<file path="src/rtl/irq_accept_defs.vh">
`ifndef IRQ_ACCEPT_DEFS_VH
`define IRQ_ACCEPT_DEFS_VH
// ==========================================================
// Register indices on the plain register port
`define ADDR_EXT_STATUS 4'h0
`define ADDR_EXT_ENABLE 4'h1
`define ADDR_PIN_SELECT 4'h2
`define ADDR_INT_STATUS 4'h3
`define ADDR_INT_ENABLE 4'h4
`define ADDR_DMA_CLAIM 4'h5
`define ADDR_DTU_SELECT 4'h6
`define ADDR_CONTROL 4'h7
`define ADDR_EVT_STATUS 4'h8
`define ADDR_EVT_MASK 4'h9
// ==========================================================
// Field positions
`define CTRL_MASK_BIT 0
`define CTRL_BLOCK_NEXT_BIT 1
`define CTRL_REFUSE_BIT 2
`define CTRL_REQ_BIT 3
`define EVT_TAKEN_BIT 0
`define EVT_DROPPED_BIT 1
`define EVT_SEL_EDGE_BIT 2
`define EVT_NMI_BIT 3
// Internal sources cleared by a transfer-unit access (serial and converter)
`define XFER_CLEAR_SOURCES 8'hf0
// ==========================================================
// Reset values
`define RST_EXT_ENABLE 16'h0000
`define RST_PIN_SELECT 16'h0000
`define RST_INT_ENABLE 8'h00
`define RST_DMA_CLAIM 8'h00
`define RST_DTU_SELECT 8'h00
`define RST_EVT_MASK 4'h0
`define RST_GLOBAL_MASK 1'b1
// ==========================================================
// Vector codes
`define VEC_INT_BASE 5'h10
`define VEC_NMI 5'h18
`define VEC_NONE 5'h1f
// ==========================================================
// Timing, in states of the 8 ns clock
`define CLK_PERIOD_NS 8
`define MASK_DELAY_STATES 2
`define REFUSE_STATES 3
`define MASK_DELAY_CYCLES 2'h2
`define REFUSE_CYCLES 2'h3
`endif

</file>
<file path="src/rtl/pin_sync.v">
// ==========================================================
// Two-stage synchroniser for asynchronous pin levels
module pin_sync #(
  parameter WIDTH = 33
) (
  input wire ref_clk_in,
  input wire rstn_in,
  input wire [WIDTH-1:0] async_in,
  output reg [WIDTH-1:0] sync_out
);
  reg [WIDTH-1:0] stage1;

  always @(posedge ref_clk_in or negedge rstn_in) begin
    if (!rstn_in) begin
      stage1 <= {WIDTH{1'b0}};
      sync_out <= {WIDTH{1'b0}};
    end else begin
      stage1 <= async_in;
      sync_out <= stage1;
    end
  end
endmodule // pin_sync

</file>
<file path="src/rtl/hold_timer.v">
// ==========================================================
// Short down counter: busy while counting, done in its last state
module hold_timer (
  input wire ref_clk_in,
  input wire rstn_in,
  input wire load_in,
  input wire [1:0] count_in,
  output wire busy_out,
  output wire done_out
);
  reg [1:0] count;

  always @(posedge ref_clk_in or negedge rstn_in) begin
    if (!rstn_in) begin
      count <= 2'h0;
    end else if (load_in) begin
      count <= count_in;
    end else if (count != 2'h0) begin
      count <= count - 2'h1;
    end
  end

  assign busy_out = (count != 2'h0);
  assign done_out = (count == 2'h1);
endmodule // hold_timer

</file>
<file path="src/rtl/interrupt_acceptance_timing.v">
// Summary of operation
// - A request raised while an instruction clears its enable is still taken at that end.
// - In that contention a higher-priority pending request wins and the lower one is dropped.
// - Clearing a source flag inside an instruction behaves the same as clearing its enable.
// - A source already masked when its enable or flag is cleared is never taken.
// - Serial and converter sources clear on a transfer-unit access, whatever claim or select say.
// - After a control-register instruction every request, NMI too, waits one instruction.
// - A global mask set by such an instruction becomes valid two states after it ends.
// - Acceptance is refused for three states after such an instruction updates the mask.
// - During a byte-count block move nothing, NMI included, is accepted until it ends.
// - During a word-count block move a request is taken at a transfer break, saving the next PC.
// - Changing the pin select may make an internal edge that sets a pin flag, channels 0 to 15.
// - Pin flags may be set after reset and clear by a read followed by writing 0.
// - A source claimed by a DMA channel neither starts the transfer unit nor interrupts the CPU.
`include "irq_accept_defs.vh"

module interrupt_acceptance_timing (
  input wire ref_clk_in,
  input wire rstn_in,
  input wire [3:0] reg_addr_in,
  input wire [15:0] reg_wdata_in,
  input wire reg_wr_in,
  input wire reg_rd_in,
  output reg [15:0] reg_rdata_out,
  input wire [15:0] ext_pin_request_in,
  input wire [15:0] ext_pin_alt_in,
  input wire nmi_pin_in,
  input wire [7:0] int_src_in,
  input wire [7:0] xfer_access_in,
  input wire cpu_insn_end_in,
  input wire cpu_ctrl_insn_in,
  input wire cpu_ctrl_mask_in,
  input wire block_move_byte_count_in,
  input wire block_move_word_count_in,
  input wire cpu_block_break_in,
  input wire cpu_ack_in,
  output reg cpu_irq_req_out,
  output reg [4:0] cpu_irq_vec_out,
  output reg cpu_irq_at_break_out,
  output wire [7:0] dtu_start_out,
  output wire [7:0] dma_start_out,
  output wire irq_out
);

  // ==========================================================
  // Functions
  function [4:0] winner;
    input [24:0] cand;
    integer i;
    begin
      winner = `VEC_NONE;
      for (i = 23; i >= 0; i = i - 1) begin
        if (cand[i]) begin
          winner = i[4:0];
        end
      end
      if (cand[24]) begin
        winner = `VEC_NMI;
      end
    end
  endfunction

  function [24:0] vec_bit;
    input [4:0] vec;
    begin
      vec_bit = 25'h0000001 << vec;
    end
  endfunction

  // Write strobe aimed at one register index
  function wr_hit;
    input strobe;
    input [3:0] addr;
    input [3:0] target;
    begin
      wr_hit = strobe & (addr == target);
    end
  endfunction

  // ==========================================================
  // Registers
  reg [15:0] ext_pin_flag;
  reg [15:0] ext_read_seen;
  reg [15:0] ext_enable;
  reg [15:0] irq_pin_select_reg;
  reg [15:0] pin_select_prev;
  reg [15:0] level_prev;
  reg [7:0] int_flag;
  reg [7:0] int_enable;
  reg [7:0] dma_claims_source;
  reg [7:0] dtu_select;
  reg [3:0] evt_status;
  reg [3:0] evt_mask;
  reg global_mask;
  reg mask_pend;
  reg block_next;
  reg nmi_flag;
  reg nmi_prev;
  reg [24:0] captured;

  wire [32:0] pins_sync;
  wire [15:0] pri_level;
  wire [15:0] alt_level;
  wire nmi_level;
  wire [15:0] sel_level;
  wire [15:0] pin_rise;
  wire sel_edge;
  wire mask_busy;
  wire mask_done;
  wire refuse_busy;
  wire mask_eff;
  wire [24:0] mask_keep;
  wire [7:0] int_usable;
  wire [24:0] live;
  wire [24:0] cand;
  wire [4:0] win_vec;
  wire accept_point;
  wire blocked;
  wire take;
  wire dropped;
  wire nmi_rise;
  wire wr_hit_ext;
  wire [15:0] ext_clear;
  wire [7:0] int_clear;
  wire [3:0] evt_set;
  wire [3:0] evt_clear;

  // ==========================================================
  // Pin synchronisers and edge detection
  pin_sync #(
    .WIDTH(33)
  ) u_pin_sync (
    .ref_clk_in(ref_clk_in),
    .rstn_in(rstn_in),
    .async_in({nmi_pin_in, ext_pin_alt_in, ext_pin_request_in}),
    .sync_out(pins_sync)
  );

  assign pri_level = pins_sync[15:0];
  assign alt_level = pins_sync[31:16];
  assign nmi_level = pins_sync[32];
  // Selected level moves with the select register, so a change can edge
  assign sel_level = (irq_pin_select_reg & alt_level) | (~irq_pin_select_reg & pri_level);
  // Level history starts low, so a pin already high after reset flags itself
  assign pin_rise = sel_level & ~level_prev;
  assign sel_edge = |(pin_rise & (irq_pin_select_reg ^ pin_select_prev));
  assign nmi_rise = nmi_level & ~nmi_prev;

  // ==========================================================
  // Mask update delay and refusal window
  // Mask delay: done in the last of its two states
  hold_timer u_mask_delay (
    .ref_clk_in(ref_clk_in),
    .rstn_in(rstn_in),
    .load_in(cpu_ctrl_insn_in & cpu_ctrl_mask_in),
    .count_in(`MASK_DELAY_CYCLES),
    .busy_out(mask_busy),
    .done_out(mask_done)
  );

  // Refusal window: busy for three states after a control instruction
  hold_timer u_refuse (
    .ref_clk_in(ref_clk_in),
    .rstn_in(rstn_in),
    .load_in(cpu_ctrl_insn_in),
    .count_in(`REFUSE_CYCLES),
    .busy_out(refuse_busy),
    .done_out()
  );

  assign mask_eff = mask_done ? mask_pend : global_mask;

  // ==========================================================
  // Request selection
  assign int_usable = int_flag & int_enable & ~dma_claims_source;
  assign dtu_start_out = int_flag & dtu_select & ~dma_claims_source;
  assign dma_start_out = int_flag & dma_claims_source;
  // Masked sources never enter the capture, so clearing them races nothing
  assign live = {nmi_flag, {int_usable, ext_pin_flag & ext_enable} & {24{~mask_eff}}};
  // NMI ignores the global mask; captured requests obey it like live ones
  assign mask_keep = {1'b1, {24{~mask_eff}}};
  // Requests seen during the instruction survive a clear inside it
  assign cand = (captured & mask_keep) | live;
  assign win_vec = winner(cand);
  assign accept_point = (cpu_insn_end_in & ~block_move_byte_count_in
                        & ~block_move_word_count_in)
                        | (cpu_block_break_in & block_move_word_count_in);
  assign blocked = block_next | cpu_ctrl_insn_in | refuse_busy;
  assign take = accept_point & ~blocked & ~cpu_irq_req_out & (|cand);
  assign dropped = take & (|(cand & ~vec_bit(win_vec)));

  always @(posedge ref_clk_in or negedge rstn_in) begin
    if (!rstn_in) begin
      captured <= 25'h0000000;
    end else if (take) begin
      captured <= 25'h0000000;
    end else if (accept_point & ~blocked) begin
      captured <= live;
    end else begin
      captured <= cand;
    end
  end

  always @(posedge ref_clk_in or negedge rstn_in) begin
    if (!rstn_in) begin
      cpu_irq_req_out <= 1'b0;
      cpu_irq_vec_out <= `VEC_NONE;
      cpu_irq_at_break_out <= 1'b0;
    end else if (take) begin
      cpu_irq_req_out <= 1'b1;
      cpu_irq_vec_out <= win_vec;
      cpu_irq_at_break_out <= cpu_block_break_in & block_move_word_count_in;
    end else if (cpu_ack_in) begin
      cpu_irq_req_out <= 1'b0;
      cpu_irq_at_break_out <= 1'b0;
    end
  end

  // ==========================================================
  // Control-register instruction effects
  always @(posedge ref_clk_in or negedge rstn_in) begin
    if (!rstn_in) begin
      block_next <= 1'b0;
      global_mask <= `RST_GLOBAL_MASK;
      mask_pend <= `RST_GLOBAL_MASK;
    end else begin
      // Held until the boundary that follows the control instruction
      if (cpu_ctrl_insn_in) begin
        block_next <= 1'b1;
      end else if (cpu_insn_end_in) begin
        block_next <= 1'b0;
      end
      if (cpu_ctrl_insn_in) begin
        mask_pend <= cpu_ctrl_mask_in;
      end
      if (cpu_ctrl_insn_in & ~cpu_ctrl_mask_in) begin
        global_mask <= 1'b0;
      end else if (mask_done) begin
        global_mask <= mask_pend;
      end
    end
  end

  // ==========================================================
  // Source flags
  assign wr_hit_ext = wr_hit(reg_wr_in, reg_addr_in, `ADDR_EXT_STATUS);
  // Only bits seen as one by an earlier read can be cleared by a zero
  assign ext_clear = wr_hit_ext ? (ext_read_seen & ~reg_wdata_in) : 16'h0000;
  assign int_clear = (wr_hit(reg_wr_in, reg_addr_in, `ADDR_INT_STATUS) ? reg_wdata_in[7:0]
                     : 8'h00) | (xfer_access_in & `XFER_CLEAR_SOURCES);

  always @(posedge ref_clk_in or negedge rstn_in) begin
    if (!rstn_in) begin
      ext_pin_flag <= 16'h0000;
      ext_read_seen <= 16'h0000;
      level_prev <= 16'h0000;
      pin_select_prev <= `RST_PIN_SELECT;
      int_flag <= 8'h00;
      nmi_flag <= 1'b0;
      nmi_prev <= 1'b0;
    end else begin
      level_prev <= sel_level;
      pin_select_prev <= irq_pin_select_reg;
      nmi_prev <= nmi_level;
      // A new edge wins over a clear in the same cycle
      ext_pin_flag <= (ext_pin_flag & ~ext_clear) | pin_rise;
      if (reg_rd_in & (reg_addr_in == `ADDR_EXT_STATUS)) begin
        ext_read_seen <= ext_pin_flag;
      end else begin
        ext_read_seen <= ext_read_seen & ~ext_clear;
      end
      int_flag <= (int_flag & ~int_clear) | int_src_in;
      if (nmi_rise) begin
        nmi_flag <= 1'b1;
      end else if (take & (win_vec == `VEC_NMI)) begin
        nmi_flag <= 1'b0;
      end
    end
  end

  // ==========================================================
  // Event status and interrupt output
  // Event order matches the status register layout
  assign evt_set = {nmi_rise, sel_edge, dropped, take};
  assign evt_clear = wr_hit(reg_wr_in, reg_addr_in, `ADDR_EVT_STATUS) ? reg_wdata_in[3:0]
                     : 4'h0;
  assign irq_out = |(evt_status & evt_mask);

  // ==========================================================
  // Register port
  always @(posedge ref_clk_in or negedge rstn_in) begin
    if (!rstn_in) begin
      ext_enable <= `RST_EXT_ENABLE;
      irq_pin_select_reg <= `RST_PIN_SELECT;
      int_enable <= `RST_INT_ENABLE;
      dma_claims_source <= `RST_DMA_CLAIM;
      dtu_select <= `RST_DTU_SELECT;
      evt_mask <= `RST_EVT_MASK;
      evt_status <= 4'h0;
    end else begin
      evt_status <= (evt_status & ~evt_clear) | evt_set;
      if (reg_wr_in) begin
        case (reg_addr_in)
          `ADDR_EXT_ENABLE: ext_enable <= reg_wdata_in;
          `ADDR_PIN_SELECT: irq_pin_select_reg <= reg_wdata_in;
          `ADDR_INT_ENABLE: int_enable <= reg_wdata_in[7:0];
          `ADDR_DMA_CLAIM: dma_claims_source <= reg_wdata_in[7:0];
          `ADDR_DTU_SELECT: dtu_select <= reg_wdata_in[7:0];
          `ADDR_EVT_MASK: evt_mask <= reg_wdata_in[3:0];
          default: ;
        endcase
      end
    end
  end

  always @(posedge ref_clk_in or negedge rstn_in) begin
    if (!rstn_in) begin
      reg_rdata_out <= 16'h0000;
    end else if (reg_rd_in) begin
      case (reg_addr_in)
        `ADDR_EXT_STATUS: reg_rdata_out <= ext_pin_flag;
        `ADDR_EXT_ENABLE: reg_rdata_out <= ext_enable;
        `ADDR_PIN_SELECT: reg_rdata_out <= irq_pin_select_reg;
        `ADDR_INT_STATUS: reg_rdata_out <= {8'h00, int_flag};
        `ADDR_INT_ENABLE: reg_rdata_out <= {8'h00, int_enable};
        `ADDR_DMA_CLAIM: reg_rdata_out <= {8'h00, dma_claims_source};
        `ADDR_DTU_SELECT: reg_rdata_out <= {8'h00, dtu_select};
        `ADDR_CONTROL: reg_rdata_out <= {12'h000, cpu_irq_req_out, refuse_busy | mask_busy,
                                         block_next, global_mask};
        `ADDR_EVT_STATUS: reg_rdata_out <= {12'h000, evt_status};
        `ADDR_EVT_MASK: reg_rdata_out <= {12'h000, evt_mask};
        default: reg_rdata_out <= 16'h0000;
      endcase
    end else begin
      reg_rdata_out <= 16'h0000;
    end
  end

endmodule // interrupt_acceptance_timing

</file>
<file path="config.mk">
export PLATFORM = sky130hd
export DESIGN_NAME = interrupt_acceptance_timing
export DESIGN_NICKNAME = d
export VERILOG_FILES = /design/src/rtl/pin_sync.v /design/src/rtl/hold_timer.v /design/src/rtl/interrupt_acceptance_timing.v
export VERILOG_INCLUDE_DIRS = /design/src /design/src/rtl
export SDC_FILE = /design/constraint.sdc
export NUM_CORES = 1
export LEC_CHECK = 0
export BUFFER_PORTS_ARGS = -buffer_cell sky130_fd_sc_hd__buf_2
export CORE_MARGIN = 2
export CORE_UTILIZATION = 63
export DETAILED_ROUTE_END_ITERATION = 10
export PLACE_DENSITY = 0.85
export SETUP_SLACK_MARGIN = 0.05
export SLEW_MARGIN = 20
export SYNTH_ARGS = -nofsm -noshare
export SYNTH_HDL_FRONTEND = slang
export SYNTH_SLANG_ARGS = --single-unit
</file>
<file path="constraint.sdc">
create_clock -name ref_clk_in -period 4.9 [get_ports ref_clk_in]
set_input_delay 0.245 -clock ref_clk_in [delete_from_list [all_inputs] [get_ports ref_clk_in]]
set_output_delay 0.245 -clock ref_clk_in [all_outputs]
set_load 0.02 [all_outputs]
</file>
* After elaboration in Yosys (flattened, before gate mapping)
Index checks and enable logic that the tools add are counted.
** Word-level totals
- Register bits :: 259
- Input port bits :: 80
- Output and inout bits :: 40
- Logic and storage cells :: 164
** Operators by class
- $add $sub $neg :: 2
- Equality and inequality tests :: 11
- Shift operators :: 1
- Mux-type cells :: 46
- Bitwise gates (word level) :: 60
- Reduce and logical (&&, ||, !) cells :: 18
** Operators with widths (number)
- 16-bit one-hot mux with 10 select lines :: 1
- 16-bit AND :: 8
- 5-bit 2-to-1 mux :: 17
- 16-bit inverter :: 4
- 25-bit AND :: 2
- 25-bit 2-to-1 mux :: 2
- 25-bit OR reduction :: 2
- 8-bit AND :: 6
- 16-bit 2-to-1 mux :: 3
- 4-bit 2-to-1 mux :: 9
- 16-bit OR :: 2
- 25-bit inverter :: 1
- 25-bit OR :: 1
- 1-bit by 5-bit left shift with 25-bit output (first input constant) :: 1
- 24-bit AND :: 1
- 4-bit by 3-bit == test with 1-bit output (second input constant) :: 4
- 8-bit inverter :: 2
- 8-bit OR :: 2
- 16-bit OR reduction :: 1
- 16-bit bitwise XOR :: 1
- 1-bit AND :: 15
- 2-bit nonzero test :: 7
- 2-bit AND reduction :: 6
- 1-bit 2-to-1 mux :: 9
- other kinds (15) :: 31

* Depth between registers and ports, before layout
Gate-level depths: netlist of the first run.
- Depth in word-level cells :: 36
- Depth in mapped cells :: 13

* Cells and area by module
A second synthesis of the first run with hierarchy kept.
** Second synthesis, totals
- Cell total of the unflattened synthesis :: 969
- Area, all modules :: 11162.0 um^2
** Modules (own cells, without submodules)
- interrupt_acceptance_timing :: times used 1, cells each 875, area each 9245.1 um^2, sequential area each 4738.3 um^2
- pin_sync :: times used 1, cells each 66, area each 1651.6 um^2, sequential area each 1651.6 um^2
- hold_timer :: times used 2, cells each 14, area each 132.6 um^2, sequential area each 50.0 um^2

* Worst setup path before layout of the first run
OpenSTA, ideal clock, no wires.
- Path kind :: reg2reg
- Start :: register u_mask_delay.count[1]
- End :: register evt_status[1]
- Data arrival time :: 2.552 ns
- Required time :: 4.763 ns
- Slack :: 2.211 ns
- Cell stages (with the launch flop) :: 12
- Path buffers :: 0
- Clock period less this slack :: 2.689 ns
- Path through :: dfrtp_1 -> inv_1 -> ha_1 -> mux2i_2 -> nand4_2 -> a2111oi_4 -> nor4_4 -> o21a_2 -> a2111oi_2 -> o32ai_1 -> nor4_1 -> a32oi_1
** On the way
- Longest elaborated chain between the ends :: 36
- Elaborated cells on any way between the ends :: 39
** RTL lines
- from (decl) :: RTL line hold_timer.v:11 : reg [1:0] count;
- from (signal assigned) :: RTL line hold_timer.v:17 : count <= count_in;
- from (signal assigned) :: RTL line hold_timer.v:19 : count <= count - 2'h1;
- 2-bit by 1-bit == test with 1-bit output (*) :: RTL line hold_timer.v:24 : assign done_out = (count == 2'h1);
- 1-bit 2-to-1 mux (*)
- 1-bit inverter (*) :: RTL line interrupt_acceptance_timing.v:179, interrupt_acceptance_timing.v:181
- 25-bit AND / 24-bit AND (equally long branches) :: RTL line interrupt_acceptance_timing.v:183, interrupt_acceptance_timing.v:179
- 25-bit OR (*) :: RTL line interrupt_acceptance_timing.v:183 : assign cand = (captured & mask_keep) | live;
- 4-bit 2-to-1 mux (8 in a row) :: RTL line interrupt_acceptance_timing.v:53 : if (cand[i]) begin
- 5-bit 2-to-1 mux (16 in a row) :: RTL line interrupt_acceptance_timing.v:53
- 5-bit 2-to-1 mux :: RTL line interrupt_acceptance_timing.v:57 : if (cand[24]) begin
- 1-bit by 5-bit left shift with 25-bit output :: RTL line interrupt_acceptance_timing.v:66 : vec_bit = 25'h0000001 << vec;
- 25-bit inverter :: RTL line interrupt_acceptance_timing.v:190 : assign dropped = take & (|(cand & ~vec_bit(win_vec)));
- 25-bit AND :: RTL line interrupt_acceptance_timing.v:190
- 25-bit OR reduction :: RTL line interrupt_acceptance_timing.v:190
- 1-bit AND (*) :: RTL line interrupt_acceptance_timing.v:190
- 4-bit OR (*) :: RTL line interrupt_acceptance_timing.v:301 : evt_status <= (evt_status & ~evt_clear) | evt_set;
- to (signal assigned) :: RTL line interrupt_acceptance_timing.v:301
- to (decl) :: RTL line interrupt_acceptance_timing.v:92 : reg [3:0] evt_status;
Mark *: on every way between the ends. The rest lies on a longest branch, timed or not.
A chain may end at the register's enable or synchronous reset.

* Worst setup path in the final report of the first run
- Start :: register u_mask_delay.count[0]
- End :: register evt_status[1]
Same word-level chain as after synthesis.

==> results of run 1 <==
## final cells by class
class                      count  area (um2)
clock inverter                10         125
timing repair buffer         182        1230
inverter                      20        75.1
tap                          225         282
clock buffer                  35         723
multi-input combinational    660        4410
sequential                   259        6490
fill                        1063        3960
## cells in the mapped netlist, types with 6 or more instances
cell	count
nor2b_1	16
nor2_1	85
mux2_2	78
and2_1	10
nor3_1	14
dfrtp_1	252
a21o_1	26
a21oi_1	51
xor2_1	14
nand3b_1	6
clkbuf_1	26
a22o_1	8
a31oi_1	10
nand3_1	9
a221oi_1	6
nand2_1	110
nor4_1	9
inv_1	20
mux2i_1	16
o211ai_1	6
dfstp_2	7
o21ai_0	40
and3_1	6
and3b_1	16
nand2b_1	12
a22oi_1	27
## report_power, final
part	total, W	leakage, nW	switching (W)	internal, W
clock network	0.00197	0.406	0.000830	0.00114
logic	0.00162	2.60	0.000960	0.000657
registers	0.00285	3.03	0.000336	0.00252
total	0.00644	6.04	0.00213	0.00432
## cell families after synthesis
group / count (synthesis) / synth area share (%)
fa+ha+maj: 3 / 0.337
flops: 259 / 58.3
compound gates: 230 / 14.3
xor+xnor: 18 / 1.42
simple gates: 313 / 14.0
buf+inv: 55 / 2.06
mux: 96 / 9.59
## cells in the final DEF, fill, tap and decap left out, drive strengths merged, types with 14 or more instances in the layout
cell and n:
inv 21, a22oi 28, o21ai 44, nor2b 16, nand2 110, mux2 79
dfrtp 252, buf 126, and3b 16, xor2 14, clkbuf 35, mux2i 17
a21o 26, dlygate4sd3 56, nor3 16, nor2 86, a21oi 53, nor4 14
## per-stage QoR
step / area [um2] / instances / hold WS, ns / setup slack [ns]
floorplan: 11100 / 974 / -0.0506 / 2.21
global placement: 11900 / 1290 / 0.332 / 1.55
detailed placement: 11900 / 1290 / 0.335 / 1.55
CTS: 13300 / 1391 / 0.00100 / 1.55
global route: 13300 / 1391 / 0.0157 / 1.18
finish: 13300 / 1391 / 0.00603 / 1.47
## worst max-delay path: cells and delay by family, from the launching register on
family | cells | cell delay (ns)
AO/OA/AOI/OAI | 5 | 1.35
AND/OR/NAND/NOR | 3 | 0.80
multiplexers | 1 | 0.45
flip-flops | 1 | 0.42
adder cells (fa/ha/maj) | 1 | 0.27
## layer usage
metal	vias to the layer above	routed length (um)	track usage, %	part of all wire (%)
li1	3826	-	-	-
met1	4432	12600	47.2	40
met2	488	15300	56.8	48
met3	105	2410	5.00	7.6
met4	0	1340	15.5	4.2
met5	-	0	0	0
## how the worst min path moves through the flow
stage	from	endpoint	slack, ns
after floorplan	rstn_in	block_next	-0.05
after global placement	u_pin_sync.stage1[31]	u_pin_sync.sync_out[31]	0.33
after detailed placement	u_pin_sync.stage1[18]	u_pin_sync.sync_out[18]	0.33
after CTS	xfer_access_in[5]	int_flag[5]	0.001
after global routing	cpu_insn_end_in	block_next	0.02
final	cpu_insn_end_in	block_next	0.006
## repair_timing
item | in CTS | in global routing
hold buffers | 56 | 0
gates resized for setup | 0 | 0
endpoints found under the hold margin | 179 | 0
==> flow_summary.ini, run 1 <==
[critical_path]
start_kind = flop
slowest_delay_ns = 0.51
regToRegSetupSlack_ns = 1.47
cp-endpoint = evt_status[1]
critical_path.endpoint_type = flop
r2r_start = u_mask_delay.count[0]
crit_arrival_ns = 3.83
cp-startpoint = u_mask_delay.count[0]
r2r_cells = 10
critPathMaxFanout = 33
path_cells = ha_1 -> mux2_4 -> a22o_1 -> nand2_1 -> nor3_1 -> o21bai_1 -> a2111oi_0 -> o211ai_1 -> nor4_1 -> a32oi_1
crit_type = flop to flop
r2r-end = evt_status[1]
critPathRequiredTime_ns = 5.31
crit_path_top_delay_cell = a2111oi_0

[min_path]
whs_path_depth = 3
hp-class = primary input to flop

[detailed_routing]
wl_per_cell_um = 22.7
first_pass_iters = 6
vias = 8851
initialDrtViolationCount = 776
ant_nets = 0
drc = 0
vias_per_cell = 6.36
routed_wl_um = 31600

[run_status]
status = finished, final reports clean

[timing]
relSlewSlack_pct = 26.8
worst_pin_slew_ns = 1.09
fin_crit_sh_pct = 69.9
setup-violations-final = 0
rsz0062_at_grt = false
final-hold-violation-count = 0
slew_viol_final = 0
clock.fmax_mhz = 292
fin_crit_ns = 3.43
setup_tns_ns = 0
fin_skew_ns = 0.0119

[pwr]
total_power_w = 0.00644
leakagePower_nw = 6.04
ir_drop_mv = 0.417
powerDensity_nw_per_um2 = 483

[synthesis]
synth_seq_cells = 259
synth_area_leaders = dfrtp_1 (57%), mux2_2 (7.9%), nand2_1 (3.7%)
synth_top_area_cell = dfrtp_1
synth_cell_types = 76
syn_inst = 974
synth_top_cell_area_share_pct = 56.7
netlist_area_um2 = 11100
syn_nets = 1057
seq_area_frac_synth_pct = 58.3
synth_area_per_cell_um2 = 11.4
synth_warnings = 0
synth_edf_count = 0
ys.flop_type = dfrtp_1
async_flop_share_pct = 100

[clock_tree]
cts_buffer_depth = 3
postCtsSetupRepairBufs = 0
tritoncts = yes
cts_root_buffer = clkbuf_16
clock_sinks = 259
numCtsBuffers = 25
clkTransAtPathRegs_ns = 0.06
clk_latency_ns = 0.54
cts-htree-levels = 1

[die]
ios = 120
core_um2 = 17300
die_h_um = 137
start_util_pct = 64.3
die_width_um = 137
fp.dieArea_um2 = 18700
std_cell_rows = 48

[place]
hpwl_um = 20300
place.gp.congestion = 0.968
portBuffers = 115

[global_routing]
grt_max_degree = 121
track_usage_pct = 34.9
antenna_found_initial = 0
grt_pass1_wl_um = 49500
grt_pass1_vias = 8999
grt_remaining_overflow = 0

[final_layout]
reg_top3 = u_pin_sync.stage1 x33, u_pin_sync.sync_out x33, captured x25
num_antenna_cells = 0
drive_above_1_share_pct = 24.2
final_nets = 1231
fin_util_pct = 77.1
areaGrowthSynthToFinish_pct = 19.9

[flow_run]
max_cap_violations = 0
Note: power is estimated with default switching activity, not from simulation.
==> run 2, diff against run 1 <==
CORE_UTILIZATION = 59   (was 63)
PLACE_DENSITY = 0.8   (was 0.85)
clock period = 3.3 ns   (was 4.9 ns; I/O delays follow)
==> flow_summary.ini, run 2 (synthesis gave the netlist of run 1 again) <==
[run_status]
status = finished, final reports clean

[die]
ios = 120
core_um2 = 18600
start_util_pct = 59.9
std_cell_rows = 50
fp.dieArea_um2 = 20000
die_width_um = 141
die_h_um = 141

[global_routing]
grt_pass1_vias = 9069
grt_pass1_wl_um = 51100
grt_max_degree = 99
track_usage_pct = 33.3
grt_remaining_overflow = 0
antenna_found_initial = 0

[detailed_routing]
first_pass_iters = 5
vias = 8928
initialDrtViolationCount = 798
drc = 0
vias_per_cell = 6.14
ant_nets = 0
routed_wl_um = 33200
wl_per_cell_um = 22.8

[final_layout]
num_antenna_cells = 0
regArea_um2 = 6490
reg_top3 = u_pin_sync.stage1 x33, u_pin_sync.sync_out x33, captured x25
final_cell_mix = dfrtp_1 (252), buf_2 (114), nand2_1 (110)
areaGrowthSynthToFinish_pct = 25.5
drive_above_1_share_pct = 27.6
multi_input_area_um2 = 4520
final_nets = 1283
final_common_cell = dfrtp_1
nFillCells = 1192

[critical_path]
crit_arrival_ns = 3.52
r2r_cells = 10
critPathRequiredTime_ns = 3.70
start_kind = flop
critical_path.endpoint_type = flop
critPathMaxFanout = 5
crit_type = flop to flop

[timing]
setup-violations-final = 0
slew_viol_final = 0
rsz0062_at_grt = false
fin_skew_ns = 0.0183
worst_pin_slew_ns = 1.09
final-hold-violation-count = 0
fin_crit_sh_pct = 94.5
relSlewSlack_pct = 26.9
whs_ns = 0.0227
setup_tns_ns = 0
fin_crit_ns = 3.12
clock.fmax_mhz = 321

[pwr]
powerDensity_nw_per_um2 = 729
total_power_w = 0.0102
leakagePower_nw = 6.35
ir_drop_mv = 0.591

[flow_run]
max_cap_violations = 0

[clock_tree]
clock_sinks = 259
cts_root_buffer = clkbuf_16
cts-htree-levels = 1
tritoncts = yes
cts_buffer_depth = 3
clkTransAtPathRegs_ns = 0.07
numCtsBuffers = 25
clk_latency_ns = 0.54

[min_path]
whs_path_depth = 3
hp-class = primary input to flop

[place]
hpwl_um = 21500
place.gp.congestion = 0.976
portBuffers = 115
run 2: cell count changes in the layout (fill, tap and decap cells not counted), sizes merged:
cell	delta
bufinv	+2
clkinv	+2
inv	+1
buf	+41
clkbuf	-2
dlygate4sd3	+10
clkinvlp	-2
mux2	+1
run 2: area by class of cell:
class	count	share of cell area, %
Clock buffer	33	5.13
Clock inverter	13	1.38
Inverter	20	0.538
Multi-Input combinational cell	661	32.4
Sequential cell	259	46.5
Tap cell	234	2.10
Timing Repair Buffer	233	12.0
run 2: routing by layer:
metal	vias up	GRT usage, %	routed length [um]
li1	3938	-	-
met1	4477	45.8	13500
met2	430	55.7	16100
met3	83	4.56	2240
met4	0	10.6	1320
met5	-	0	0
run 2: critical path, stage by stage (launching register included):
cell,delay [ns]
dfrtp_1,0.42
and3b_1,0.52
nor4_1,0.10
buf_4,0.17
o311ai_1,0.51
a211o_1,0.32
nand3_1,0.16
o21ai_1,0.21
o32ai_1,0.11
nor4bb_1,0.30
a32oi_1,0.15
run 2: metrics by stage:
stage               utilization, %  worst slack, ns  std cells  area (um2)
global placement              66.0            0.166       1337       12300
global route                  75.2           0.0765       1453       14000
floorplan                        -            0.611        974       11100
finish                        75.2            0.182       1453       14000
CTS                           74.4            0.124       1449       13800
detailed placement            66.0            0.156       1337       12300
run 2: final timing paths:
path | from | end | slack (ns)
worst max-delay path | dma_claims_source[4] | evt_status[1] | 0.18
worst min-delay path | reg_wdata_in[3] | int_flag[3] | 0.02
worst max register to register | dma_claims_source[4] | evt_status[1] | 0.18
worst min register to register | u_pin_sync.stage1[3] | u_pin_sync.sync_out[3] | 0.35
max in group asynchronous | rstn_in | dma_claims_source[6] | 2.30
min in group asynchronous | rstn_in | reg_rdata_out[4] | 0.11
run 2: repair_timing:
item,4_1_cts,5_1_grt
setup endpoints to repair,0,1
resized for setup,0,20
hold buffers,66,0
setup buffers,0,3
endpoints found under the hold margin,316,0
run 2: where the power goes:
part	internal (W)	switching, W
Combinational	0.00120	0.00163
Clock	0.00186	0.00127
Sequential	0.00374	0.000491
==> run 3, diff against run 2 <==
CELL_PAD_IN_SITES_DETAIL_PLACEMENT = 2   (was unset)
CELL_PAD_IN_SITES_GLOBAL_PLACEMENT = 2   (was unset)
CORE_UTILIZATION = 39   (was 59)
PLACE_DENSITY = unset   (was 0.8)
PLACE_DENSITY_LB_ADDON = 0.1   (was unset)
==> flow_summary.ini, run 3 (synthesis gave the netlist of run 1 again) <==
[timing]
whs_ns = 0.0100
rsz0062_at_grt = false
setup_tns_ns = 0
clock.fmax_mhz = 322
setup_ws_ns = 0.198
relSlewSlack_pct = 46.3
fin_crit_ns = 3.10
worst_pin_slew_ns = 0.803
fin_crit_sh_pct = 94.0
fin_skew_ns = 0.0274
setup-violations-final = 0
final-hold-violation-count = 0
slew_viol_final = 0

[detailed_routing]
ant_nets = 0
wl_per_cell_um = 26.9
first_pass_iters = 4
vias_per_cell = 5.64
initialDrtViolationCount = 642
routed_wl_um = 43400
vias = 9104
drc = 0

[final_layout]
reg_top3 = u_pin_sync.stage1 x33, u_pin_sync.sync_out x33, captured x25
final_cell_mix = dfrtp_1 (252), buf_2 (114), nand2_1 (110)
drive_above_1_share_pct = 27.8
final_nets = 1297
final_common_cell = dfrtp_1
num_antenna_cells = 0
fin_util_pct = 51.0
areaGrowthSynthToFinish_pct = 28.1

[critical_path]
regToRegSetupSlack_ns = 0.20
path_cells = ha_4 -> mux2_4 -> a22o_1 -> nand2_1 -> nor3_1 -> buf_4 -> o21bai_1 -> a2111oi_0 -> o211ai_1 -> nor4_2 -> a32oi_1
slowest_delay_ns = 0.47
r2r_cells = 11
r2r_start = u_mask_delay.count[0]
crit_arrival_ns = 3.52
start_kind = flop
crit_path_top_delay_cell = a2111oi_0
r2r-end = evt_status[1]
critical_path.endpoint_type = flop
crit_type = flop to flop
critPathMaxFanout = 9
critPathRequiredTime_ns = 3.72

[run_status]
status = finished, final reports clean

[global_routing]
antenna_found_initial = 0
grt_remaining_overflow = 0
grt_pass1_wl_um = 65700
grt_pass1_vias = 10324
grt_max_degree = 79
track_usage_pct = 29.0

[flow_run]
max_cap_violations = 0

[clock_tree]
cts_root_buffer = clkbuf_16
clkTransAtPathRegs_ns = 0.07
cts-htree-levels = 1
tritoncts = yes
cts_buffer_depth = 3
clock_sinks = 259
clk_latency_ns = 0.57
numCtsBuffers = 29

[place]
portBuffers = 115
hpwl_um = 27400
dp_slack_ns = 0.133
place.gp.congestion = 0.845

[die]
die_h_um = 173
core_um2 = 27900
start_util_pct = 39.8
fp.dieArea_um2 = 29900
ios = 120
std_cell_rows = 61
die_width_um = 173

[pwr]
powerDensity_nw_per_um2 = 739
ir_drop_mv = 0.678
leakagePower_nw = 6.41

[min_path]
min_to = reg_rdata_out[12]
min_from = reg_rd_in
hp-class = primary input to flop
whs_path_depth = 3
-- run 3: cell types whose count changed in the layout (fill, tap and decap cells not counted), moves of 2 or more --
cell | previous run | this run
nor2_2 | 3 | 1
clkbuf_1 | 2 | 6
buf_4 | 49 | 55
bufinv_16 | 4 | 2
a211oi_2 | 0 | 2
dlygate4sd3_1 | 66 | 69
o31a_1 | 0 | 2
clkbuf_16 | 25 | 29
nor2_1 | 83 | 85
-- run 3: repair_timing --
item,in CTS,in global routing
hold endpoints to repair,159,1
resized for setup,0,11
buffers inserted,0,5
setup endpoints to repair,0,1
hold buffers,68,1
-- run 3: per-layer routing --
| metal | vias up | track usage, % | share of wire (%) |
|---|---|---|---|
| li1 | 3981 | - | - |
| met1 | 4774 | 36.2 | 41 |
| met2 | 258 | 52.0 | 52 |
| met3 | 91 | 3.39 | 4.0 |
| met4 | 0 | 9.99 | 3.5 |
| met5 | - | 0 | 0 |
-- run 3: worst max path at each step --
stage | start | end | slack [ns] | depth (start not counted)
floorplan | u_mask_delay.count[1] | evt_status[1] | 0.61 | 11
global placement | u_mask_delay.count[1] | evt_status[1] | 0.12 | 11
detailed placement | u_mask_delay.count[1] | evt_status[1] | 0.13 | 11
CTS | u_mask_delay.count[1] | evt_status[1] | 0.11 | 11
global route | u_mask_delay.count[1] | evt_status[1] | 0.07 | 12
finish | u_mask_delay.count[0] | evt_status[1] | 0.20 | 11
-- run 3: report_power, final --
part / internal (W) / total [W] / switching (W)
Sequential: 0.00374 / 0.00428 / 0.000536
Combinational: 0.00120 / 0.00295 / 0.00175
Clock: 0.00191 / 0.00331 / 0.00140
Total: 0.00686 / 0.0105 / 0.00368
-- run 3: worst max-delay path, delay by kind of cell, from the launching register on --
kind,cells,cell delay [ns]
multiplexers,1,0.30
AO/OA/AOI/OAI,5,1.13
flip-flops,1,0.44
buffers and inverters,1,0.17
adder cells (fa/ha/maj),1,0.22
AND/OR/NAND/NOR,3,0.69
-- run 3: final cells by class --
class	count	area, um2
sequential	259	6490
inverter	20	75.1
clock inverter	12	130
timing repair buffer	242	1750
tap	378	473
multi-input combinational	662	4500
clock buffer	41	831
fill	2778	13700
-- run 3: per-stage QoR --
step                      power (W)  cells  area, um2
after CTS                    0.0104   1606      14100
final                        0.0105   1614      14300
after global routing         0.0110   1614      14300
after floorplan             0.00576    974      11100
after global placement      0.00686   1485      12500
after detailed placement    0.00695   1485      12500
